--- config.mk ---
export PLATFORM = sky130hd
export DESIGN_NAME = external_irq_input_filter
export DESIGN_NICKNAME = d
export VERILOG_FILES = /design/src/logic/ext_irq_pkg.sv /design/src/logic/ext_irq_filter.sv /design/src/logic/external_irq_input_filter.sv
export SDC_FILE = /design/constraint.sdc
export NUM_CORES = 1
export LEC_CHECK = 0
export BUFFER_PORTS_ARGS = -buffer_cell sky130_fd_sc_hd__clkbuf_2
export CORE_ASPECT_RATIO = 0.7
export CORE_MARGIN = 2
export CORE_UTILIZATION = 40
export CTS_CLUSTER_SIZE = 25
export DETAILED_ROUTE_END_ITERATION = 10
export GPL_TIMING_DRIVEN = 0
export PLACE_DENSITY = 0.6
export SLEW_MARGIN = 30
export SYNTH_ARGS = -nofsm -noshare
export SYNTH_HDL_FRONTEND = slang
export SYNTH_SLANG_ARGS = --single-unit
--- constraint.sdc ---
create_clock -name CLK_IN -period 5.82 [get_ports CLK_IN]
set_input_delay 1.164 -clock CLK_IN [delete_from_list [all_inputs] [get_ports CLK_IN]]
set_output_delay 1.164 -clock CLK_IN [all_outputs]
set_load 0.01 [all_outputs]
--- src/logic/ext_irq_pkg.sv ---
// Constants, codes and types shared by the external interrupt input filter.
// Assumes one 100 MHz gear clock and a low-frequency clock sampled as a plain input.
package ext_irq_pkg;
	// ----------------------------------------------------------------
	// Register map, byte addresses on the AXI4-Lite slave
	// ----------------------------------------------------------------
	localparam int         ADDR_W         = 8;
	localparam logic [7:0] OFS_CTRL1      = 8'h00;
	localparam logic [7:0] OFS_CTRL2      = 8'h04;
	localparam logic [7:0] OFS_CTRL3      = 8'h08;
	localparam logic [7:0] OFS_CTRL4      = 8'h0C;
	localparam logic [7:0] OFS_POWER_GATE = 8'h10;
	localparam logic [7:0] OFS_SYS        = 8'h14;
	localparam logic [7:0] OFS_ENABLE     = 8'h18;
	localparam logic [7:0] OFS_LATCH      = 8'h1C;
	localparam logic [7:0] OFS_PIN_DIR    = 8'h20;
	// ----------------------------------------------------------------
	// Field positions
	// ----------------------------------------------------------------
	localparam int CTRL_IVL_LSB   = 0;
	localparam int CTRL_TRIG_LSB  = 2;
	localparam int CTRL_LEVEL_BIT = 4;
	localparam int GATE_BIT       = 0;
	localparam int SYS_MODE_LSB   = 0;
	localparam int SYS_MASTER_BIT = 2;
	// ----------------------------------------------------------------
	// Reset values and codes
	// ----------------------------------------------------------------
	localparam logic [1:0] CTRL_FIELD_RST = 2'h0;
	localparam logic       GATE_RST       = 1'h0;
	localparam logic [1:0] MODE_RST       = 2'h0;
	localparam logic [5:0] SRC_BITS_RST   = 6'h00;
	localparam logic [5:0] SEL_MASK       = 6'h1E;
	localparam logic [1:0] TRIG_RISE      = 2'h0;
	localparam logic [1:0] TRIG_FALL      = 2'h1;
	localparam logic [1:0] TRIG_BOTH      = 2'h2;
	localparam logic [1:0] TRIG_HIGH      = 2'h3;
	localparam logic [1:0] IVL_DIV1       = 2'h0;
	localparam logic [1:0] IVL_DIV4       = 2'h1;
	localparam logic [1:0] IVL_DIV8       = 2'h2;
	localparam logic [1:0] IVL_DIV16      = 2'h3;
	localparam logic [1:0] MODE_FAST      = 2'h0;
	localparam logic [1:0] MODE_SLOW      = 2'h1;
	localparam logic [1:0] RESP_OKAY      = 2'h0;
	localparam logic [1:0] RESP_SLVERR    = 2'h2;
	// ----------------------------------------------------------------
	// Timing
	// ----------------------------------------------------------------
	localparam int         CLK_PERIOD_NS = 10;
	localparam logic [1:0] LF_DIV_LAST   = 2'h3;
	localparam logic [3:0] PRE_DIV4_LAST = 4'h3;
	localparam logic [3:0] PRE_DIV8_LAST = 4'h7;
	localparam logic [3:0] PRE_DIV16_LAST = 4'hF;
	// ----------------------------------------------------------------
	// Types
	// ----------------------------------------------------------------
	typedef enum logic [2:0] {
		OP_FAST = 3'b001,
		OP_SLOW = 3'b010,
		OP_HALT = 3'b100
	} op_mode_e;
	typedef struct packed {
		logic [1:0] trig;
		logic [1:0] interval;
	} src_ctrl_s;
endpackage

--- src/logic/ext_irq_filter.sv ---
// One noise canceller: a gear-clock presample and two history samples.
// Assumes the sample strobe and sample count come from the parent.
`timescale 1ns/10ps
module ext_irq_filter (
	input  wire logic clk_in,
	input  wire logic rst_in,
	input  wire logic enable_in,
	input  wire logic sample_in,
	input  wire logic need_three_in,
	input  wire logic pin_in,
	output logic      level_out
);
	logic s0_r;
	logic h1_r;
	logic h2_r;
	logic level_r;
	logic agree;

	// ----------------------------------------------------------------
	// Sampling
	// ----------------------------------------------------------------
	always_ff @(posedge clk_in or posedge rst_in) begin
		if (rst_in) begin
			s0_r <= 1'b0;
		end else if (!enable_in) begin
			s0_r <= 1'b0;
		end else begin
			s0_r <= pin_in;
		end
	end

	always_ff @(posedge clk_in or posedge rst_in) begin
		if (rst_in) begin
			h1_r <= 1'b0;
			h2_r <= 1'b0;
		end else if (!enable_in) begin
			h1_r <= 1'b0;
			h2_r <= 1'b0;
		end else if (sample_in) begin
			h1_r <= s0_r;
			h2_r <= h1_r;
		end
	end

	// Continuous noise faster than the interval still aliases through.
	assign agree = (s0_r == h1_r) && (!need_three_in || (h1_r == h2_r));

	always_ff @(posedge clk_in or posedge rst_in) begin
		if (rst_in) begin
			level_r <= 1'b0;
		end else if (!enable_in) begin
			level_r <= 1'b0;
		end else if (sample_in && agree) begin
			level_r <= s0_r;
		end
	end

	assign level_out = level_r;

	a_filter_agree: assert property (@(posedge clk_in) disable iff (rst_in)
		($changed(level_r) && $past(enable_in)) |->
		($past(s0_r) == level_r && $past(h1_r) == level_r &&
		 (!$past(need_three_in) || $past(h2_r) == level_r)))
		else $error("filter level changed without agreeing samples");
endmodule

--- src/logic/external_irq_input_filter.sv ---
// Six external interrupt inputs: noise cancellers, trigger detection,
// request latches and an AXI4-Lite register slave.
// Assumes pins and the low-frequency clock are synchronous to CLK_IN.
//
// Functional notes
// - Source zero requests on filtered falling edge only.
// - Fast mode source zero: two gear-clock samples agree.
// - Slow mode fixed sources: two quarter-rate samples.
// - Source five: filtered falling edge, fast filtering.
// - Sources one-four fast: three samples at interval.
// - Two-bit trigger: rise, fall, both, high.
// - Source four has the same trigger field.
// - Filtered level captured at every selectable request.
// - Presample, resample, accept three identical samples.
// - Interval field: divide by 1, 4, 8, 16.
// - Slow mode: quarter low-frequency rate, two samples.
// - Deep low-power modes halt sampling and requests.
// - Power gate bit zero stops the block.
// - Power gate resets to zero; software sets first.
// - Output-mode pin forces input path low.
// - Captured level reads zero after reset.
// - Control register upper three bits read zero.
`timescale 1ns/10ps
module external_irq_input_filter #(
	parameter int NUM_SRC = 6
) (
	input  wire logic                              CLK_IN,
	input  wire logic                              RST_IN,
	input  wire logic                              LOW_FREQ_CLOCK_IN,
	input  wire logic                              IRQ_PIN_ZERO_IN,
	input  wire logic                              IRQ_PIN_ONE_IN,
	input  wire logic                              IRQ_PIN_TWO_IN,
	input  wire logic                              IRQ_PIN_THREE_IN,
	input  wire logic                              IRQ_PIN_FOUR_IN,
	input  wire logic                              IRQ_PIN_FIVE_IN,
	input  wire logic [ext_irq_pkg::ADDR_W-1:0]    S_AXI_AWADDR_IN,
	input  wire logic                              S_AXI_AWVALID_IN,
	output logic                                   S_AXI_AWREADY_OUT,
	input  wire logic [31:0]                       S_AXI_WDATA_IN,
	input  wire logic [3:0]                        S_AXI_WSTRB_IN,
	input  wire logic                              S_AXI_WVALID_IN,
	output logic                                   S_AXI_WREADY_OUT,
	output logic [1:0]                             S_AXI_BRESP_OUT,
	output logic                                   S_AXI_BVALID_OUT,
	input  wire logic                              S_AXI_BREADY_IN,
	input  wire logic [ext_irq_pkg::ADDR_W-1:0]    S_AXI_ARADDR_IN,
	input  wire logic                              S_AXI_ARVALID_IN,
	output logic                                   S_AXI_ARREADY_OUT,
	output logic [31:0]                            S_AXI_RDATA_OUT,
	output logic [1:0]                             S_AXI_RRESP_OUT,
	output logic                                   S_AXI_RVALID_OUT,
	input  wire logic                              S_AXI_RREADY_IN,
	output logic [5:0]                             IRQ_OUT
);
	// ----------------------------------------------------------------
	// Elaboration check
	// ----------------------------------------------------------------
	if (NUM_SRC != 6) begin : g_bad_num
		$error("NUM_SRC must be 6");
	end

	ext_irq_pkg::src_ctrl_s   ctrl_r [6];
	logic [5:0]               cap_r;
	logic                     gate_r;
	logic [1:0]               mode_r;
	logic                     master_r;
	logic [5:0]               en_r;
	logic [5:0]               latch_r;
	logic [5:0]               dir_r;
	logic [5:0]               irq_r;
	logic [5:0]               pins;
	logic [5:0]               pin_eff;
	logic [5:0]               filt;
	logic [5:0]               prev_r;
	logic [5:0]               req;
	logic [5:0]               sample;
	logic [5:0]               need_three;
	logic [3:0]               pre_cnt_r;
	logic [3:0]               tick_div;
	logic                     lf_prev_r;
	logic [1:0]               lf_cnt_r;
	logic                     slow_tick;
	logic                     run;
	ext_irq_pkg::op_mode_e    op;
	logic                     aw_hold_r;
	logic                     w_hold_r;
	logic [ext_irq_pkg::ADDR_W-1:0] aw_addr_r;
	logic [7:0]               w_byte_r;
	logic                     w_lane_r;
	logic                     bvalid_r;
	logic [1:0]               bresp_r;
	logic                     rvalid_r;
	logic [1:0]               rresp_r;
	logic [31:0]              rdata_r;
	logic                     rd_ctrl_r;
	logic                     wr_fire;
	logic                     wr_ok;
	logic [7:0]               wr_ofs;
	logic [7:0]               rd_ofs;
	logic [31:0]              rd_data;
	logic                     rd_ok;
	logic [5:0]               clr_mask;
	logic [2:0]               wr_idx;
	logic [2:0]               rd_idx;

	// ----------------------------------------------------------------
	// Operating mode and sample strobes
	// ----------------------------------------------------------------
	always_comb begin
		case (mode_r)
			ext_irq_pkg::MODE_FAST: op = ext_irq_pkg::OP_FAST;
			ext_irq_pkg::MODE_SLOW: op = ext_irq_pkg::OP_SLOW;
			default:                op = ext_irq_pkg::OP_HALT;
		endcase
	end

	assign run = gate_r && (op != ext_irq_pkg::OP_HALT);

	always_ff @(posedge CLK_IN or posedge RST_IN) begin
		if (RST_IN) begin
			pre_cnt_r <= 4'h0;
		end else begin
			pre_cnt_r <= pre_cnt_r + 4'h1;
		end
	end

	assign tick_div[0] = 1'b1;
	assign tick_div[1] = (pre_cnt_r[1:0] == ext_irq_pkg::PRE_DIV4_LAST[1:0]);
	assign tick_div[2] = (pre_cnt_r[2:0] == ext_irq_pkg::PRE_DIV8_LAST[2:0]);
	assign tick_div[3] = (pre_cnt_r == ext_irq_pkg::PRE_DIV16_LAST);

	// Low-frequency clock is only sampled, so it must run well under CLK_IN / 2.
	always_ff @(posedge CLK_IN or posedge RST_IN) begin
		if (RST_IN) begin
			lf_prev_r <= 1'b0;
			lf_cnt_r  <= 2'h0;
		end else begin
			lf_prev_r <= LOW_FREQ_CLOCK_IN;
			if (LOW_FREQ_CLOCK_IN && !lf_prev_r) begin
				lf_cnt_r <= lf_cnt_r + 2'h1;
			end
		end
	end

	assign slow_tick = LOW_FREQ_CLOCK_IN && !lf_prev_r &&
		(lf_cnt_r == ext_irq_pkg::LF_DIV_LAST);

	// ----------------------------------------------------------------
	// Filters and trigger detection
	// ----------------------------------------------------------------
	assign pins    = {IRQ_PIN_FIVE_IN, IRQ_PIN_FOUR_IN, IRQ_PIN_THREE_IN,
		IRQ_PIN_TWO_IN, IRQ_PIN_ONE_IN, IRQ_PIN_ZERO_IN};
	assign pin_eff = pins & ~dir_r;

	for (genvar i = 0; i < 6; i++) begin : g_src
		localparam bit SEL = ext_irq_pkg::SEL_MASK[i];
		logic [1:0] trig;
		logic       rise;
		logic       fall;

		assign need_three[i] = SEL && (op == ext_irq_pkg::OP_FAST);
		always_comb begin
			case (op)
				ext_irq_pkg::OP_FAST:
					sample[i] = gate_r && (SEL ? tick_div[ctrl_r[i].interval] : 1'b1);
				ext_irq_pkg::OP_SLOW:
					sample[i] = gate_r && slow_tick;
				default:
					sample[i] = 1'b0;
			endcase
		end

		ext_irq_filter u_filter (
			.clk_in        (CLK_IN),
			.rst_in        (RST_IN),
			.enable_in     (gate_r),
			.sample_in     (sample[i]),
			.need_three_in (need_three[i]),
			.pin_in        (pin_eff[i]),
			.level_out     (filt[i])
		);

		assign trig = SEL ? ctrl_r[i].trig : ext_irq_pkg::TRIG_FALL;
		assign rise = filt[i] && !prev_r[i];
		assign fall = !filt[i] && prev_r[i];
		always_comb begin
			case (trig)
				ext_irq_pkg::TRIG_RISE: req[i] = run && rise;
				ext_irq_pkg::TRIG_FALL: req[i] = run && fall;
				ext_irq_pkg::TRIG_BOTH: req[i] = run && (rise || fall);
				ext_irq_pkg::TRIG_HIGH: req[i] = run && filt[i];
				default:                req[i] = 1'b0;
			endcase
		end
	end

	always_ff @(posedge CLK_IN or posedge RST_IN) begin
		if (RST_IN) begin
			prev_r <= ext_irq_pkg::SRC_BITS_RST;
		end else begin
			prev_r <= filt;
		end
	end

	// ----------------------------------------------------------------
	// Request latches, level capture, CPU request lines
	// ----------------------------------------------------------------
	assign clr_mask = (wr_fire && wr_ofs == ext_irq_pkg::OFS_LATCH && w_lane_r) ?
		w_byte_r[5:0] : 6'h00;

	// A request in the cycle of a software clear survives the clear.
	always_ff @(posedge CLK_IN or posedge RST_IN) begin
		if (RST_IN) begin
			latch_r <= ext_irq_pkg::SRC_BITS_RST;
		end else begin
			latch_r <= (latch_r & ~clr_mask) | req;
		end
	end

	always_ff @(posedge CLK_IN or posedge RST_IN) begin
		if (RST_IN) begin
			cap_r <= ext_irq_pkg::SRC_BITS_RST;
		end else begin
			cap_r <= ((cap_r & ~req) | (filt & req)) & ext_irq_pkg::SEL_MASK;
		end
	end

	always_ff @(posedge CLK_IN or posedge RST_IN) begin
		if (RST_IN) begin
			irq_r <= ext_irq_pkg::SRC_BITS_RST;
		end else begin
			irq_r <= latch_r & en_r & {6{master_r}};
		end
	end

	assign IRQ_OUT = irq_r;

	// ----------------------------------------------------------------
	// AXI4-Lite write channel
	// ----------------------------------------------------------------
	assign S_AXI_AWREADY_OUT = !aw_hold_r && !bvalid_r;
	assign S_AXI_WREADY_OUT  = !w_hold_r && !bvalid_r;
	assign wr_fire = aw_hold_r && w_hold_r && !bvalid_r;
	assign wr_ofs  = {aw_addr_r[7:2], 2'b00};
	assign wr_ok   = (wr_ofs <= ext_irq_pkg::OFS_PIN_DIR);
	// A three-bit slot index keeps control register four from wrapping onto slot zero.
	assign wr_idx  = {1'b0, wr_ofs[3:2]} + 3'h1;

	always_ff @(posedge CLK_IN or posedge RST_IN) begin
		if (RST_IN) begin
			aw_hold_r <= 1'b0;
			aw_addr_r <= '0;
		end else if (S_AXI_AWVALID_IN && S_AXI_AWREADY_OUT) begin
			aw_hold_r <= 1'b1;
			aw_addr_r <= S_AXI_AWADDR_IN;
		end else if (wr_fire) begin
			aw_hold_r <= 1'b0;
		end
	end

	always_ff @(posedge CLK_IN or posedge RST_IN) begin
		if (RST_IN) begin
			w_hold_r <= 1'b0;
			w_byte_r <= 8'h00;
			w_lane_r <= 1'b0;
		end else if (S_AXI_WVALID_IN && S_AXI_WREADY_OUT) begin
			w_hold_r <= 1'b1;
			w_byte_r <= S_AXI_WDATA_IN[7:0];
			w_lane_r <= S_AXI_WSTRB_IN[0];
		end else if (wr_fire) begin
			w_hold_r <= 1'b0;
		end
	end

	always_ff @(posedge CLK_IN or posedge RST_IN) begin
		if (RST_IN) begin
			bvalid_r <= 1'b0;
			bresp_r  <= ext_irq_pkg::RESP_OKAY;
		end else if (wr_fire) begin
			bvalid_r <= 1'b1;
			bresp_r  <= wr_ok ? ext_irq_pkg::RESP_OKAY : ext_irq_pkg::RESP_SLVERR;
		end else if (S_AXI_BREADY_IN) begin
			bvalid_r <= 1'b0;
		end
	end

	assign S_AXI_BVALID_OUT = bvalid_r;
	assign S_AXI_BRESP_OUT  = bresp_r;

	// ----------------------------------------------------------------
	// Writable registers
	// ----------------------------------------------------------------
	always_ff @(posedge CLK_IN or posedge RST_IN) begin
		if (RST_IN) begin
			for (int k = 0; k < 6; k++) begin
				ctrl_r[k] <= '{trig: ext_irq_pkg::CTRL_FIELD_RST,
					interval: ext_irq_pkg::CTRL_FIELD_RST};
			end
		end else if (wr_fire && w_lane_r && wr_ofs <= ext_irq_pkg::OFS_CTRL4) begin
			ctrl_r[wr_idx] <= '{
				trig:     w_byte_r[ext_irq_pkg::CTRL_TRIG_LSB +: 2],
				interval: w_byte_r[ext_irq_pkg::CTRL_IVL_LSB +: 2]};
		end
	end

	always_ff @(posedge CLK_IN or posedge RST_IN) begin
		if (RST_IN) begin
			gate_r <= ext_irq_pkg::GATE_RST;
		end else if (wr_fire && w_lane_r && wr_ofs == ext_irq_pkg::OFS_POWER_GATE) begin
			gate_r <= w_byte_r[ext_irq_pkg::GATE_BIT];
		end
	end

	always_ff @(posedge CLK_IN or posedge RST_IN) begin
		if (RST_IN) begin
			mode_r   <= ext_irq_pkg::MODE_RST;
			master_r <= 1'b0;
		end else if (wr_fire && w_lane_r && wr_ofs == ext_irq_pkg::OFS_SYS) begin
			mode_r   <= w_byte_r[ext_irq_pkg::SYS_MODE_LSB +: 2];
			master_r <= w_byte_r[ext_irq_pkg::SYS_MASTER_BIT];
		end
	end

	always_ff @(posedge CLK_IN or posedge RST_IN) begin
		if (RST_IN) begin
			en_r  <= ext_irq_pkg::SRC_BITS_RST;
			dir_r <= ext_irq_pkg::SRC_BITS_RST;
		end else if (wr_fire && w_lane_r) begin
			if (wr_ofs == ext_irq_pkg::OFS_ENABLE) begin
				en_r <= w_byte_r[5:0];
			end
			if (wr_ofs == ext_irq_pkg::OFS_PIN_DIR) begin
				dir_r <= w_byte_r[5:0];
			end
		end
	end

	// ----------------------------------------------------------------
	// AXI4-Lite read channel
	// ----------------------------------------------------------------
	assign rd_ofs = {S_AXI_ARADDR_IN[7:2], 2'b00};
	assign rd_idx = {1'b0, rd_ofs[3:2]} + 3'h1;

	always_comb begin
		rd_data = 32'h0000_0000;
		rd_ok   = 1'b1;
		case (rd_ofs)
			ext_irq_pkg::OFS_CTRL1,
			ext_irq_pkg::OFS_CTRL2,
			ext_irq_pkg::OFS_CTRL3,
			ext_irq_pkg::OFS_CTRL4:
				rd_data = {27'h0, cap_r[rd_idx],
					ctrl_r[rd_idx].trig, ctrl_r[rd_idx].interval};
			ext_irq_pkg::OFS_POWER_GATE: rd_data = {31'h0, gate_r};
			ext_irq_pkg::OFS_SYS:        rd_data = {29'h0, master_r, mode_r};
			ext_irq_pkg::OFS_ENABLE:     rd_data = {26'h0, en_r};
			ext_irq_pkg::OFS_LATCH:      rd_data = {26'h0, latch_r};
			ext_irq_pkg::OFS_PIN_DIR:    rd_data = {26'h0, dir_r};
			default:                     rd_ok   = 1'b0;
		endcase
	end

	assign S_AXI_ARREADY_OUT = !rvalid_r;

	always_ff @(posedge CLK_IN or posedge RST_IN) begin
		if (RST_IN) begin
			rvalid_r  <= 1'b0;
			rdata_r   <= 32'h0000_0000;
			rresp_r   <= ext_irq_pkg::RESP_OKAY;
			rd_ctrl_r <= 1'b0;
		end else if (S_AXI_ARVALID_IN && !rvalid_r) begin
			rvalid_r  <= 1'b1;
			rdata_r   <= rd_data;
			rresp_r   <= rd_ok ? ext_irq_pkg::RESP_OKAY : ext_irq_pkg::RESP_SLVERR;
			rd_ctrl_r <= (rd_ofs <= ext_irq_pkg::OFS_CTRL4);
		end else if (S_AXI_RREADY_IN) begin
			rvalid_r <= 1'b0;
		end
	end

	assign S_AXI_RVALID_OUT = rvalid_r;
	assign S_AXI_RDATA_OUT  = rdata_r;
	assign S_AXI_RRESP_OUT  = rresp_r;

	// ----------------------------------------------------------------
	// Assertions
	// ----------------------------------------------------------------
	a_src0_fall_latch: assert property (@(posedge CLK_IN) disable iff (RST_IN)
		($fell(filt[0]) && run) |=> latch_r[0])
		else $error("source zero falling edge not latched");

	a_src5_fall_latch: assert property (@(posedge CLK_IN) disable iff (RST_IN)
		($fell(filt[5]) && run) |=> latch_r[5])
		else $error("source five falling edge not latched");

	a_src0_no_rise: assert property (@(posedge CLK_IN) disable iff (RST_IN)
		($rose(filt[0]) && !latch_r[0]) |=> !latch_r[0])
		else $error("source zero latched on a rising edge");

	a_src4_high_level: assert property (@(posedge CLK_IN) disable iff (RST_IN)
		(ctrl_r[4].trig == ext_irq_pkg::TRIG_HIGH && filt[4] && run) |=> latch_r[4])
		else $error("source four high level not latched");

	a_level_capture: assert property (@(posedge CLK_IN) disable iff (RST_IN)
		((req & ext_irq_pkg::SEL_MASK) != 6'h00) |=>
		(((cap_r ^ $past(filt)) & $past(req) & ext_irq_pkg::SEL_MASK) == 6'h00))
		else $error("captured level differs from filtered level");

	a_div16_spacing: assert property (@(posedge CLK_IN) disable iff (RST_IN)
		tick_div[3] |=> (!tick_div[3]) [*8])
		else $error("divide-by-16 strobe too frequent");

	a_halt_freeze: assert property (@(posedge CLK_IN) disable iff (RST_IN)
		(op == ext_irq_pkg::OP_HALT && $past(op == ext_irq_pkg::OP_HALT) &&
		 gate_r && $past(gate_r)) |-> ($stable(filt) && req == 6'h00))
		else $error("filter moved while halted");

	a_gate_off_clear: assert property (@(posedge CLK_IN) disable iff (RST_IN)
		!gate_r |=> (filt == 6'h00 && req == 6'h00))
		else $error("gated block still active");

	a_gate_by_write: assert property (@(posedge CLK_IN) disable iff (RST_IN)
		$rose(gate_r) |-> $past(wr_fire))
		else $error("power gate set without a write");

	a_ctrl_upper_zero: assert property (@(posedge CLK_IN) disable iff (RST_IN)
		(rvalid_r && rd_ctrl_r) |-> (rdata_r[31:5] == 27'h0))
		else $error("control register upper bits not zero");

	a_master_gates: assert property (@(posedge CLK_IN) disable iff (RST_IN)
		(!master_r) [*2] |-> (irq_r == 6'h00))
		else $error("request reached CPU without master enable");
endmodule

Yosys cells after proc, flatten, opt, wreduce, memory -nomap -nowiden
Cells that the tools add are included.
{"block": "totals", "regBits": 146, "latchBits": 0, "mem_bits_rw": 0, "romBits": 0, "in_bits": 66, "out_inout_bits": 47, "word_cells": 311, "mem_count": 0}
{"block": "classes", "add_sub_neg": 4, "n_mul": 0, "n_div": 0, "order_cmp": 10, "eq_ne": 54, "n_shift": 0, "mux": 76, "bitwise_logic": 13, "n_reduce_logical": 98}
{"cell": "1-bit logical AND", "count": 60}
{"cell": "1-bit two-way mux", "count": 51}
{"cell": "6-bit by 3-bit equality test with 1-bit output, second input constant", "count": 8}
{"cell": "6-bit one-hot mux with 6 select lines", "count": 1}
{"cell": "6-bit bitwise AND", "count": 4}
{"cell": "24-bit bitwise mux", "count": 1}
{"cell": "2-bit by 1-bit != test with 1-bit output, second input constant", "count": 11}
{"cell": "2-bit equality test, second input constant", "count": 10}
{"cell": "1-bit zero test", "count": 16}
{"cell": "1-bit one-hot mux with 4 select lines", "count": 4}
{"cell": "4-bit binary-select mux with 3-bit select", "count": 1}
{"cell": "4-bit demux with 3-bit select", "count": 1}
{"cell": "6-bit by 2-bit equality test with 1-bit output, second input constant", "count": 2}
{"cell": "6-bit by 4-bit equality test with 1-bit output, second input constant", "count": 2}
{"cell": "2-bit by 3-bit < comparator with 1-bit output, second input constant", "count": 4}
{"cell": "4-bit two-way mux", "count": 3}
{"cell": "6-bit NOT", "count": 2}
{"cell": "5-bit bitwise AND", "count": 2}
{"cell": "1-bit equality test", "count": 10}
{"cell": "2-bit by 1-bit equality test with 1-bit output, second input constant", "count": 5}
{"cell": "2-bit zero test", "count": 5}
{"cell": "1-bit one-hot mux with 2 select lines", "count": 5}
{"cell": "9-bit OR reduction", "count": 1}
{"cell": "1-bit binary-select mux with 2-bit select", "count": 4}
{"cell": "27 further kinds", "count": 42}

Logic depth before layout (Yosys ltp)
Gate-level depths: netlist (run 1).
{"block": "depth", "depth_word": 9, "ltp_mapped": 9, "mapped_depth_nobuf": 6}

Modules after synthesis
Synthesis (run 1) repeated with hierarchy kept, for this count alone.
{"block": "hier_totals", "cells_unflattened": 495, "area_unflattened_um2": 5699.2}
{"module": "external_irq_input_filter", "instances": 1, "cells_per_inst": 387, "area_each_um2": 4588.2, "seq_area_each_um2": 2352.3}
{"module": "ext_irq_filter", "instances": 6, "cells_per_inst": 18, "area_each_um2": 185.2, "seq_area_each_um2": 100.1}

Worst setup path before layout (run 1)
No wires, ideal clock.
{"block": "synth_timing", "path_type": "input to register", "from": "input port S_AXI_ARADDR_IN[2] (netlist name)", "to": "register rdata_r[3], in the netlist S_AXI_RDATA_OUT[3]", "setup_ns": 0.124, "t_arrival_ns": 3.128, "t_required_ns": 5.696, "slack_ns": 2.568, "cell_stages": 9, "path_buffers": 3, "cell_sequence": "clkbuf_1 > buf_1 > inv_1 > ha_1 > buf_1 > mux4_2 > nor2b_1 > o21ai_0 > a21oi_1"}
{"block": "synth_via", "elab_chain_len": 6, "elab_cells_between_ends": 16, "cone_classes": "add/sub (1); eq/ne (8); mux (4); bitwise (1); reduce/logical (2)"}
{"element": "from (decl)", "line": "external_irq_input_filter.sv:46", "text": "input wire logic [ext_irq_pkg::ADDR_W-1:0] S_AXI_ARADDR_IN,"}
{"element": "2-bit by 1-bit adder with 3-bit output", "line": "external_irq_input_filter.sv:342", "text": "assign rd_idx = {1'b0, rd_ofs[3:2]} + 3'h1;"}
{"element": "3-bit NOT with 4-bit output (not written as such)", "line": "external_irq_input_filter.sv:353", "text": "ctrl_r[rd_idx].trig, ctrl_r[rd_idx].interval};"}
{"element": "4-bit binary-select mux with 3-bit select", "line": "external_irq_input_filter.sv:353"}
{"element": "4-bit two-way mux (2 in series)"}
{"element": "6-bit one-hot mux with 6 select lines *", "line": "external_irq_input_filter.sv:347", "text": "case (rd_ofs)"}
{"element": "to (signal assigned)", "line": "external_irq_input_filter.sv:373", "text": "rdata_r <= rd_data;"}
{"element": "to (decl)", "line": "external_irq_input_filter.sv:94", "text": "logic [31:0] rdata_r;"}
Mark *: on every way between the ends. The rest lies on a longest branch, timed or not. The select of a mux whose other input is x is not followed.
A chain may end at the register's enable or synchronous reset.

Final worst setup path (run 1)
Same ends and word-level chain as after synthesis.

==> summary by stage, run 1 <==
Die
The die extent in y is 103 um. The overall die width is 146 um. The floorplan die area is 0.0150 mm^2. The initialized floorplan defines 36 standard-cell rows. In this run the standard cell core region covers 0.0138 mm^2. The starting utilization of the core area is 40.6%. The number of ports placed on the die boundary is 113.

Setup path
At the worst endpoint, the arrival time is 3.69 ns. The dominant cell type by count on the critical path is sky130_fd_sc_hd__buf_1. The reg-to-reg endpoint is ctrl_r[4]. The largest individual stage delay along the critical path comes from the cell sky130_fd_sc_hd__buf_1. Traced cell by cell, the critical path runs through clkbuf_2, clkbuf_1, buf_1, inv_1, ha_1, buf_1, mux4_2, nor2b_1, o21ai_0, a21oi_1.

The peak per-stage delay on the critical path is 0.56 ns. The startpoint identified for the worst register-to-register timing path is S_AXI_BVALID_OUT. The worst register-to-register path has a setup slack of 3.63 ns. The highest net fanout along the worst path is 10. The worst setup path is of the in2reg kind. The start point of the critical path is S_AXI_ARADDR_IN[2].

The worst setup path is captured at a flip-flop. STA puts the critical path data required time at 6.12 ns. The number of cells on the worst reg-to-reg path is 4.

In this run the worst setup path terminates at S_AXI_RDATA_OUT[3]. The worst setup path is launched from an input port.

Finish
The area of the multi-input gates is 0.00238 mm^2. The register ranked first by flip-flop count is ctrl_r. Cells with a size suffix above 1 make up 29.8% of the layout. The final net count is 665. The relative area change from synthesis to final layout is 23.2%.

In the final layout, flip-flops and latches occupy 0.00290 mm^2. The number of antenna diodes is 0. The fill cell instance count of the final layout is 1245. The register with the most flip-flops in the layout has 16 of them.

Clock tree
The clock net sink count is 116. The register clock-pin slew on the reported worst setup and hold paths is 0.06 ns. CTS built an H-tree with a depth of 4. After clock tree synthesis, the repair step resized 0 gates. Post-CTS timing repair inserted 0 buffers for setup. The number of buffers inserted during clock tree synthesis is 17. The number of hold buffers added after CTS was 0.

The clock tree from TritonCTS is done. The clock passes through at most 2 buffers. The cell sitting at the root of the clock tree is a sky130_fd_sc_hd__clkbuf_16.

The insertion delay of the later-clocked pin in the worst-skew pair is 0.42 ns.

Detailed routing
Detailed routing placed a total of 5860 um of wire on met2. In the final routing, the length of wire on met1 measures 6680 um. The remaining routing DRC violations is 0. The iteration count of the initial detailed-routing pass is 7. Dividing the detail-routed wire length by the instance count gives 17.4 um. Wires add up to 13700 um. The count of nets left with antenna violations after detail routing is 0. The initial detailed-routing violation count is 316. The top layer used by detailed routing is met4. Using the TritonRoute via totals, the vias-per-cell ratio works out to 5.23. In the detailed route, the total length drawn on met3 is 909 um.

The total vias in the final route is 4113.

Synth
In this run, synthesis inferred 0 flip-flops with an integrated enable. The distinct cell type count after synthesis is 52. In this run the mean area of a mapped cell was 11.6 um^2. The post-synthesis instance area is 0.00562 mm^2. Yosys attributes the largest share of cell area to sky130_fd_sc_hd__dfrtp_1 52%, sky130_fd_sc_hd__mux2_2 10%, sky130_fd_sc_hd__buf_4 3.7%. The proportion of synthesized flip-flops having asynchronous set or reset is 100%. The share of the yosys chip area belonging to registers is 51.7%.

The proportion of netlist area held by the largest area contributor is 51.7%. The cell count after synthesis is 486. After synthesis the netlist holds a flip-flop and latch count of 116. Summed over all instances, the cell type with the most area after synthesis is sky130_fd_sc_hd__dfrtp_1. Among all flip-flop cells after synthesis, the most frequent one is sky130_fd_sc_hd__dfrtp_1. The yosys synthesis warning count is 0.

Timing
The highest achievable clock rate is 0.295 GHz. Setup repair after global routing left no endpoint under its margin. The worst pin sits at a relative slew slack of 51.3%. The number of max-slew violations in the final report is 0. The maximum clock skew at final layout is 0.00798 ns. Setup violations remaining at the end of the flow were counted as 0. The transition time at the pin with the least slew margin is 0.729 ns.

Final hold analysis gives a worst-case slack of 0.445 ns. The final hold violation count was 0. The routed design could run at a clock period as short as 3.39 ns. After routing, the total negative slack on setup checks comes to 0 ns. The share of the clock period used by the worst path is 58.3%.

Pwr
The worst-case IR drop observed on VDD is 0.253 mV. The total power divided by cell area is 434 mW/mm^2. The static power due to leakage is 3.27 nW.

Worst hold path
The tightest min-delay check is of the reg2reg type.

Placement
The number of buffers added on ports is 51. The congestion estimate from routability-driven global placement came to 0.804. Once detailed placement completed, the half-perimeter wirelength came to 9950 um.

GRT
The total congestion overflow after global routing is 0. The first-pass GRT wire length is 21300 um. The total global-route track usage is 18.9%. The number of global-route vias before repair is 3937. The pin count of the biggest net entering global routing is 85. The initial antenna violation count is 0.

Run
The tool flagged a number of max-cap violations equal to 0.

Status
The run finished with clean final reports.
==> layout make-up <==
class / instances / share of cell area, %
Buffer: 54 / 4.68
Clock buffer: 19 / 6.40
Clock inverter: 13 / 3.33
Inverter: 29 / 1.68
Multi-Input combinational cell: 314 / 34.5
Sequential cell: 116 / 41.9
Tap cell: 190 / 3.43
Timing Repair Buffer: 52 / 4.09
==> cell usage after synthesis, drive strengths merged, types with 6 or more instances <==
cell type    n
dfrtp      116
mux2        50
buf         33
inv         29
nand2       22
clkbuf      21
o21ai       20
a21oi       18
nor2        16
ha          15
mux2i       13
nand3       11
nand4       11
nor2b       11
nor3b       10
nand2b       8
a22oi        7
and3         6
mux4         6
nor3         6
o22ai        6
==> per-stage QoR <==
stage / setup slack (ns) / area [um^2] / total power [mW] / std cells / utilization [%]
after global routing: 2.25 / 6920 / 3.15 / 787 / 50.1
after global placement: 0.310 / 6210 / 1.79 / 754 / 44.9
after CTS: 2.44 / 6920 / 3.01 / 787 / 50.0
after detailed placement: 2.01 / 6250 / 1.82 / 755 / 45.2
final: 2.43 / 6920 / 3.01 / 787 / 50.1
after floorplan: 1.58 / 5720 / 1.57 / 513 / -
==> layout by cell type, fill, tap and decap left out, drive strengths merged, types with 2 or more instances in the layout <==
| cell | instances |
|---|---|
| nor2 | 16 |
| nor4 | 3 |
| nand3 | 11 |
| mux2i | 13 |
| o311a | 4 |
| a22o | 4 |
| clkinvlp | 3 |
| mux4 | 6 |
| nand4 | 11 |
| conb | 28 |
| nand2 | 22 |
| o22ai | 6 |
| a311o | 4 |
| clkinv | 4 |
| nor3 | 6 |
| o21ai | 20 |
| a22oi | 7 |
| buf | 34 |
| a32o | 3 |
| nand2b | 8 |
| a211oi | 4 |
| a21oi | 18 |
| a311oi | 4 |
| clkbuf | 91 |
| dfrtp | 116 |
| inv | 29 |
| a222oi | 2 |
| or3b | 2 |
| o21a | 2 |
| and3 | 6 |
| nor3b | 10 |
| ha | 15 |
| o211ai | 2 |
| nor2b | 11 |
| mux2 | 50 |
| o221ai | 2 |
| bufinv | 6 |
| o31ai | 2 |
==> power breakdown <==
part / leakage (nW) / internal, mW / switching [mW] / total [mW]
Sequential: 1.56 / 0.975 / 0.228 / 1.20
Combinational: 1.39 / 0.296 / 0.319 / 0.615
Clock: 0.319 / 0.813 / 0.374 / 1.19
Total: 3.27 / 2.08 / 0.921 / 3.01
==> routing by layer <==
layer | global-route usage, % | vias up
met2 | 27.4 | 141
met5 | 0 | -
met4 | 6.71 | 0
met1 | 27.1 | 2060
met3 | 5.58 | 18
li1 | - | 1894
==> worst min path at each step <==
stage,endpoint,cells after the start,slack [ns],startpoint
floorplan,prev_r[5],0,0.39,g_src[5].u_filter.level_out
global placement,prev_r[5],0,0.42,g_src[5].u_filter.level_out
detailed placement,prev_r[5],0,0.43,g_src[5].u_filter.level_out
CTS,prev_r[5],0,0.45,g_src[5].u_filter.level_out
global route,ctrl_r[22],1,0.47,ctrl_r[22]
finish,prev_r[0],0,0.45,g_src[0].u_filter.level_out
==> cell families (layout without fill, tap and decap cells) <==
group / Yosys count / in the layout / share of synthesized area (%)
buf+inv: 83 / 167 / 7.71
fa+ha+maj: 15 / 15 / 3.34
compound gates: 87 / 87 / 10.7
other cells: 1 / 28 / 0.0668
simple gates: 113 / 113 / 11.5
xor+xnor: 2 / 2 / 0.312
mux: 69 / 69 / 14.7
flops: 116 / 116 / 51.7
==> worst max-delay path: cells and delay by family <==
family                   cells  cell delay, ns
multiplexers                 1            0.35
AO/OA/AOI/OAI                2            0.30
buffers and inverters        5            1.42
adder cells (fa/ha/maj)      1            0.31
AND/OR/NAND/NOR              1            0.14
(Power assumes the default switching activity.)
==> inputs of run 2 (changes only) <==
--- a/config.mk
+++ b/config.mk
@@ -12,7 +12,7 @@
 export CTS_CLUSTER_SIZE = 25
 export DETAILED_ROUTE_END_ITERATION = 10
 export GPL_TIMING_DRIVEN = 0
-export PLACE_DENSITY = 0.6
+export PLACE_DENSITY = 0.63
 export SLEW_MARGIN = 30
 export SYNTH_ARGS = -nofsm -noshare
 export SYNTH_HDL_FRONTEND = slang
==> constraint.sdc (replaced) <==
create_clock -name CLK_IN -period 3 [get_ports CLK_IN]
set_input_delay 0.6 -clock CLK_IN [delete_from_list [all_inputs] [get_ports CLK_IN]]
set_output_delay 0.6 -clock CLK_IN [all_outputs]
set_load 0.01 [all_outputs]
==> run 2 against run 1 <==
  * Hold slack worse by 0.25 ns
  * Global-route usage up 0.090 points
  * Clock power up 80%
  * First-iteration DRC count down 19%
  * Highest routed layer unchanged
  * Sequential power up 94%
  * Final area up 0.16%
  * Largest power group unchanged
  * Power up 88%
  * Final cell count up 0.38%
  * Worst setup slack worse by 2.1 ns
==> summary by stage, run 2 (synthesized netlist as in run 1, its figures left out) <==
Setup path
The start point of the critical path is S_AXI_ARADDR_IN[2]. The required time of the worst setup path is 3.29 ns (-2.83 ns). The highest net fanout along the worst path is 10 (unchanged). The setup path with the least slack is of type in2reg.

The endpoint class of the critical path is a flip-flop. The count of cells along the worst register-to-register path is 4 (unchanged). The launch instance of the worst register-to-register path is S_AXI_BVALID_OUT. The worst setup path is launched from an input port. The register-to-register path setup slack was 0.72 ns (-2.91 ns). The worst endpoint data arrival time is 2.97 ns (-0.72 ns).

Finish
The number of antenna diodes is 0 (unchanged). The fill cell instance count of the final layout came to 1205 (-3.2%). The final net count was 668 (+0.45%). The number of standard cells in the final layout excluding fillers is 790 (+0.38%). The utilization of the core after routing was 50.1% (+0.081 points). The ratio of cells with drive above 1 in the final layout is 30.2% (+0.35 points). The library cell used most frequently in the layout, excluding fill and tap cells, is sky130_fd_sc_hd__dfrtp_1. The number of flip-flops in the largest register is 16 (unchanged). In the layout the commonest cells are 116 x sky130_fd_sc_hd__dfrtp_1, 52 x sky130_fd_sc_hd__clkbuf_2, 50 x sky130_fd_sc_hd__mux2_2. The register ranked first by flip-flop count is ctrl_r. The area growth from synthesis to layout is 23.4%.

Timing
The final critical path takes up 89.2% of the cycle. The final hold violation count was 0 (unchanged). The number of max-slew violations in the final report came to 0 (unchanged). The maximum clock skew at final layout is 0.00445 ns (-0.00354 ns). The setup TNS is 0 ns (unchanged). The transition time at the pin with the least slew margin is 0.713 ns (-0.0168 ns). The total of endpoints with negative setup slack in the final report came to 0 (unchanged). Based on the critical path, the design can be clocked at up to 0.374 GHz. The post-layout minimum cycle time is 2.68 ns.

Setup repair after global routing left no endpoint under its margin. The smallest setup slack after layout came to 0.323 ns (-2.11 ns). The remaining max-slew budget at the tightest pin is 52.4% (+1.1 points).

Clock tree
The number of post-CTS setup repair buffers is 0 (unchanged). The clock tree from TritonCTS is done. The register clock-pin slew on the reported worst setup and hold paths is 0.05 ns (about the same). The maximum number of buffers from clock root to sink is 2 (unchanged). The H-tree depth is 4 (unchanged).

The number of buffers inserted during clock tree synthesis is 17 (unchanged). The insertion delay of the later-clocked pin in the worst-skew pair is 0.41 ns (about the same). The clock net sink count is 116 (unchanged). The root buffer selected by CTS is sky130_fd_sc_hd__clkbuf_16. The number of hold buffers added after cts is 0 (unchanged).

Detailed routing
The count of nets left with antenna violations after detail routing came to 0 (unchanged). The iteration count of the initial detailed-routing pass was 5 (-2). The total vias in the final route came to 4145 (+0.78%). The routed length per instance is 17.0 um (-2.2%). The total length of routed wires is 13400 um (-1.8%). The remaining routing DRC violations is 0 (unchanged).

The detail-routed via count per cell was 5.25 (+0.40%). The initial detailed-routing violation count is 256 (-19%).

GRT
The met1 track utilization from global routing is 27.7% (+0.58 points). The busiest layer in global routing is met2. The met2 global-route usage is 28.1% (+0.66 points). The total congestion overflow after global routing is 0 (unchanged). The pin count of the biggest net entering global routing is 31 (-64%). The first-pass GRT wire length came to 21700 um (+2.0%).

The initial antenna violation count is 0 (unchanged). The total global-route track usage is 19.0% (+0.090 points). The met3 usage in global routing is 3.89% (-1.7 points). The number of global-route vias before repair was 4023 (+2.2%).

Die
The standard-cell row count is 36 (unchanged). The floorplan die area is 0.0150 mm^2 (unchanged). The starting utilization of the core area is 40.6% (unchanged).

The overall die width is 146 um (unchanged). The core box area is 0.0138 mm^2 (unchanged). The die extent in y came to 103 um (unchanged).

The number of ports placed on the die boundary is 113 (unchanged).

Placement
The number of buffers added on ports is 51 (unchanged). The placed instance count came to 758 (+0.40%). The half-perimeter wire length after placement came to 10000 um (+0.69%).

The weighted congestion at the end of routability-driven global placement is 0.893 (+11%). The worst slack at placement is -0.306 ns (-2.31 ns).

Pwr
The static power due to leakage is 3.29 nW (+0.48%). The total power divided by cell area is 816 mW/mm^2 (+88%). The maximum vdd drop is 0.488 mV (+93%).

Status
The run finished with clean final reports.

Run
The max-capacitance violation count is 0 (unchanged).

Worst hold path
The worst hold path belongs to the class in2async.
-- run 2: cell types whose count changed in the layout (fill, tap and decap cells not counted), sizes merged --
cell	previous run	this run
clkbuf	91	95
clkinv	4	5
bufinv	6	4
buf	34	36
inv	29	28
clkinvlp	3	2
-- run 2: worst paths after layout --
path                                                to
worst max-delay path                S_AXI_RDATA_OUT[3]
worst min-delay path            g_src[1].u_filter.h2_r
worst max register to register        g_src[4].trig[1]
worst min register to register               prev_r[5]
max in group asynchronous                      en_r[3]
min in group CLK_IN                          lf_prev_r
-- run 2: stage by stage --
stage / cell area [um^2] / total power [mW] / hold WS [ns]
global placement: 6220 / 3.45 / 0.420
detailed placement: 6300 / 3.52 / 0.433
floorplan: 5720 / 3.05 / 0.395
global route: 6930 / 5.95 / 0.221
CTS: 6930 / 5.69 / 0.197
finish: 6930 / 5.66 / 0.194
-- run 2: worst max-delay path, cell delays in order --
cell and delay, ns:
sky130_fd_sc_hd__clkbuf_2 0.13, sky130_fd_sc_hd__clkbuf_1 0.32, sky130_fd_sc_hd__clkbuf_2 0.36, sky130_fd_sc_hd__inv_1 0.11
sky130_fd_sc_hd__ha_1 0.29, sky130_fd_sc_hd__buf_1 0.31, sky130_fd_sc_hd__mux4_2 0.36, sky130_fd_sc_hd__nor2b_1 0.15
sky130_fd_sc_hd__o21ai_0 0.23, sky130_fd_sc_hd__a21oi_1 0.10
-- run 2: report_power, final --
part / total (mW) / switching (mW) / internal (mW)
logic: 1.19 / 0.607 / 0.581
registers: 2.33 / 0.438 / 1.89
clock network: 2.14 / 0.694 / 1.45
total: 5.66 / 1.74 / 3.92
-- run 2: what timing repair did --
item / 4_1_cts / 5_1_grt
resized for setup: 0 / 1
hold endpoints to repair: 0 / 0
endpoints found under the setup margin: 0 / 5
-- run 2: area by class of cell --
cell class              instances  area [um^2]  area share, %
multi-input cells             314         2380           34.4
flip-flops and latches        116         2900           41.9
inverters                      29          113           1.62
clock inverters                10          153           2.20
repair buffers                 55          343           4.94
well taps                     190          238           3.43
plain buffers                  54          325           4.69
clock buffers                  22          474           6.84
-- run 2: layer usage --
layer	part of all wire, %	vias to the layer above
met3	6.4	13
li1	-	1912
met1	50	2049
met4	1.0	0
met5	0	-
met2	43	171
==> inputs of run 3 (changes only) <==
--- a/config.mk
+++ b/config.mk
@@ -12,7 +12,7 @@
 export CTS_CLUSTER_SIZE = 25
 export DETAILED_ROUTE_END_ITERATION = 10
 export GPL_TIMING_DRIVEN = 0
-export PLACE_DENSITY = 0.63
+export PLACE_DENSITY = 0.66
 export SLEW_MARGIN = 30
 export SYNTH_ARGS = -nofsm -noshare
 export SYNTH_HDL_FRONTEND = slang
==> run 3 against run 2 <==
  * Non-clock buffer count did not move
  * First-iteration DRC count increased by 34%
  * Combinational power about the same
  * Sequential power barely moved
  * Final area is 0.38% higher
  * Final cell count unchanged
  * Critical path type unchanged
  * Critical endpoint unchanged
  * Largest power group unchanged
==> summary by stage, run 3 (synthesized netlist as in run 1, its figures left out) <==
Finish
The number of standard cells in the final layout excluding fillers was 790 (unchanged). The commonest non-fill, non-tap cell in the layout is sky130_fd_sc_hd__dfrtp_1. The ratio of cells with drive above 1 in the final layout was 30.3% (+0.17 points). The relative area change from synthesis to final layout is 23.9%. ctrl_r holds more flip-flops than any other register. The final net count was 668 (unchanged). The fill cell instance count of the final layout is 1194 (-0.91%). The top cell types in the final layout, fill and taps aside, are 116 x sky130_fd_sc_hd__dfrtp_1, 52 x sky130_fd_sc_hd__clkbuf_2, 50 x sky130_fd_sc_hd__mux2_2. The utilization of the core after routing came to 50.3% (+0.19 points). The cell area after layout was 0.00696 mm^2 (+0.38%).

The number of flip-flops in the largest register was 16 (unchanged). The number of antenna diodes is 0 (unchanged).

Die
The starting utilization of the core area is 40.6% (unchanged). The floorplan die area is 0.0150 mm^2 (unchanged). The overall die width came to 146 um (unchanged). The core box area is 0.0138 mm^2 (unchanged). The die extent in y is 103 um (unchanged). The number of ports placed on the die boundary is 113 (unchanged). The standard-cell row count is 36 (unchanged).

Setup path
The required time of the worst setup path is 3.28 ns (about the same). STA classifies the critical path endpoint as a flip-flop. The count of cells along the worst register-to-register path is 4 (unchanged). The peak per-stage delay on the critical path came to 0.38 ns (+0.02 ns).

The setup path with the least slack is of type in2reg. The startpoint kind of the worst setup timing path is an input port. On the critical path, the stage with the largest delay is an instance of sky130_fd_sc_hd__mux4_2. The register-to-register path setup slack came to 0.73 ns (about the same).

The signal on the critical path passes through clkbuf_2, clkbuf_1, clkbuf_2, inv_1, ha_1, buf_1, mux4_2, nor2b_1, o21ai_0, a21oi_1. Among the stages of the critical path, the cell type that occurs most often is sky130_fd_sc_hd__clkbuf_2. The worst endpoint data arrival time is 3.06 ns (+0.09 ns). The highest net fanout along the worst path is 10 (unchanged). The launch instance of the worst register-to-register path is S_AXI_BVALID_OUT. In this run the critical register-to-register path is captured at ctrl_r[4].

Timing
The final hold violation count is 0 (unchanged). The number of max-slew violations in the final report is 0 (unchanged). The worst-case hold slack was 0.189 ns (-0.00498 ns).

The share of the clock period used by the worst path is 92.6% (+3.4 points). The post-layout minimum cycle time was 2.78 ns (+0.102 ns). The total of endpoints with negative setup slack in the final report is 0 (unchanged).

The remaining max-slew budget at the tightest pin is 48.7% (-3.7 points). The highest achievable clock rate is 0.360 GHz (-3.7%). The transition time at the pin with the least slew margin is 0.767 ns (+0.0547 ns).

Setup repair after global routing left no endpoint under its margin. The maximum clock skew at final layout is 0.00813 ns (+0.00368 ns).

Clock tree
The H-tree depth is 4 (unchanged). The post-cts sizing count is 0 (unchanged). The number of hold buffers added after cts is 0 (unchanged). The number of post-CTS setup repair buffers came to 0 (unchanged). The register clock-pin slew on the reported worst setup and hold paths is 0.05 ns (about the same). Clock tree synthesis selected as its root buffer the cell sky130_fd_sc_hd__clkbuf_16. The insertion delay of the later-clocked pin in the worst-skew pair is 0.41 ns (about the same). The clock tree from TritonCTS is done. The clock net sink count is 116 (unchanged).

The maximum number of buffers from clock root to sink was 2 (unchanged). The number of buffers inserted during clock tree synthesis was 17 (unchanged).

GRT
The first-pass GRT wire length is 21600 um (-0.60%). The initial antenna violation count was 0 (unchanged). The total global-route track usage is 19.1% (+0.15 points). The total congestion overflow after global routing is 0 (unchanged). The number of global-route vias before repair came to 3921 (-2.5%). The pin count of the biggest net entering global routing is 31 (unchanged).

Detailed routing
The remaining routing DRC violations is 0 (unchanged). The total vias in the final route is 4206 (+1.5%). The iteration count of the initial detailed-routing pass is 5 (unchanged). The initial detailed-routing violation count is 342 (+34%).

The routed length per instance is 17.3 um (+1.9%). The total length of routed wires is 13700 um (+1.9%). The detail-routed via count per cell is 5.32 (+1.5%). The count of nets left with antenna violations after detail routing came to 0 (unchanged).

Status
The run finished with clean final reports.

Pwr
The switching share of power was 30.6% (-0.097 points). The static power due to leakage was 3.30 nW (+0.38%). The design internal power is 3.97 mW (+1.2%).

The maximum vdd drop is 0.471 mV (-3.5%). The share of total power in the clock network came to 38.1% (+0.3 points). The fraction of power consumed by combinational cells is 21.0% (about the same). The register share of total power is 40.9% (-0.3 points). The overall power was 5.72 mW (+1.1%).

The total power divided by cell area came to 822 mW/mm^2 (+0.71%). The switching power is 1.75 mW (+0.77%).

Placement
The placed instance count is 758 (unchanged). The weighted congestion at the end of routability-driven global placement is 0.864 (-3.2%). The half-perimeter wire length after placement is 10000 um (+0.19%).

The placement-stage cell area is 0.00631 mm^2 (+0.12%). The number of buffers added on ports is 51 (unchanged).

Run
The max-capacitance violation count is 0 (unchanged).

Worst hold path
The worst hold path belongs to the class in2async.
run 3: changes by cell type in the layout (fill, tap and decap cells not counted), sizes merged:
cell | before | now
clkbuf | 95 | 96
clkinv | 5 | 4
run 3: worst max path at each step:
stage | from | end | cells past startpoint
5_1_grt | S_AXI_ARADDR_IN[2] | S_AXI_RDATA_OUT[3] | 10
4_1_cts | S_AXI_ARADDR_IN[2] | S_AXI_RDATA_OUT[3] | 10
3_3_place_gp | S_AXI_ARADDR_IN[2] | S_AXI_RDATA_OUT[3] | 10
3_5_place_dp | S_AXI_ARADDR_IN[2] | S_AXI_RDATA_OUT[3] | 10
6_report | S_AXI_ARADDR_IN[2] | S_AXI_RDATA_OUT[3] | 10
2_1_floorplan | S_AXI_ARADDR_IN[2] | S_AXI_RDATA_OUT[3] | 9
run 3: layout make-up:
type	instances	area (um^2)	area share (%)
plain buffers	54	325	4.67
clock buffers	23	498	7.16
repair buffers	55	350	5.03
clock inverters	9	148	2.12
inverters	29	113	1.62
multi-input cells	314	2380	34.3
well taps	190	238	3.42
flip-flops and latches	116	2900	41.7
run 3: worst max-delay path, delay by kind of cell:
kind,cells,cell delay (ns)
multiplexers,1,0.38
AO/OA/AOI/OAI,2,0.39
adder cells (fa/ha/maj),1,0.29
buffers and inverters,5,1.24
AND/OR/NAND/NOR,1,0.15
run 3: per-layer routing:
layer / global-route usage [%] / part of all wire (%) / vias to the layer above
met2: 27.9 / 44 / 190
met5: 0 / 0 / -
met1: 27.7 / 48 / 2097
met3: 5.09 / 7.2 / 19
met4: 6.64 / 0.90 / 0
li1: - / - / 1900
run 3: power by group through the flow:
stage	Sequential, mW	Clock, mW	Combinational, mW
finish	2.34	2.18	1.20
global route	2.39	2.31	1.31
CTS	2.33	2.22	1.20
detailed placement	2.35	0	1.19
global placement	2.32	0	1.13
floorplan	2.16	0	0.896
run 3: metrics by stage:
step | TNS (ns) | worst slack, ns
finish | 0 | 0.221
CTS | 0 | 0.0575
detailed placement | -1.52 | -0.362
floorplan | 0 | 0.312
global route | 0 | 0.0857
global placement | -1.23 | -0.308
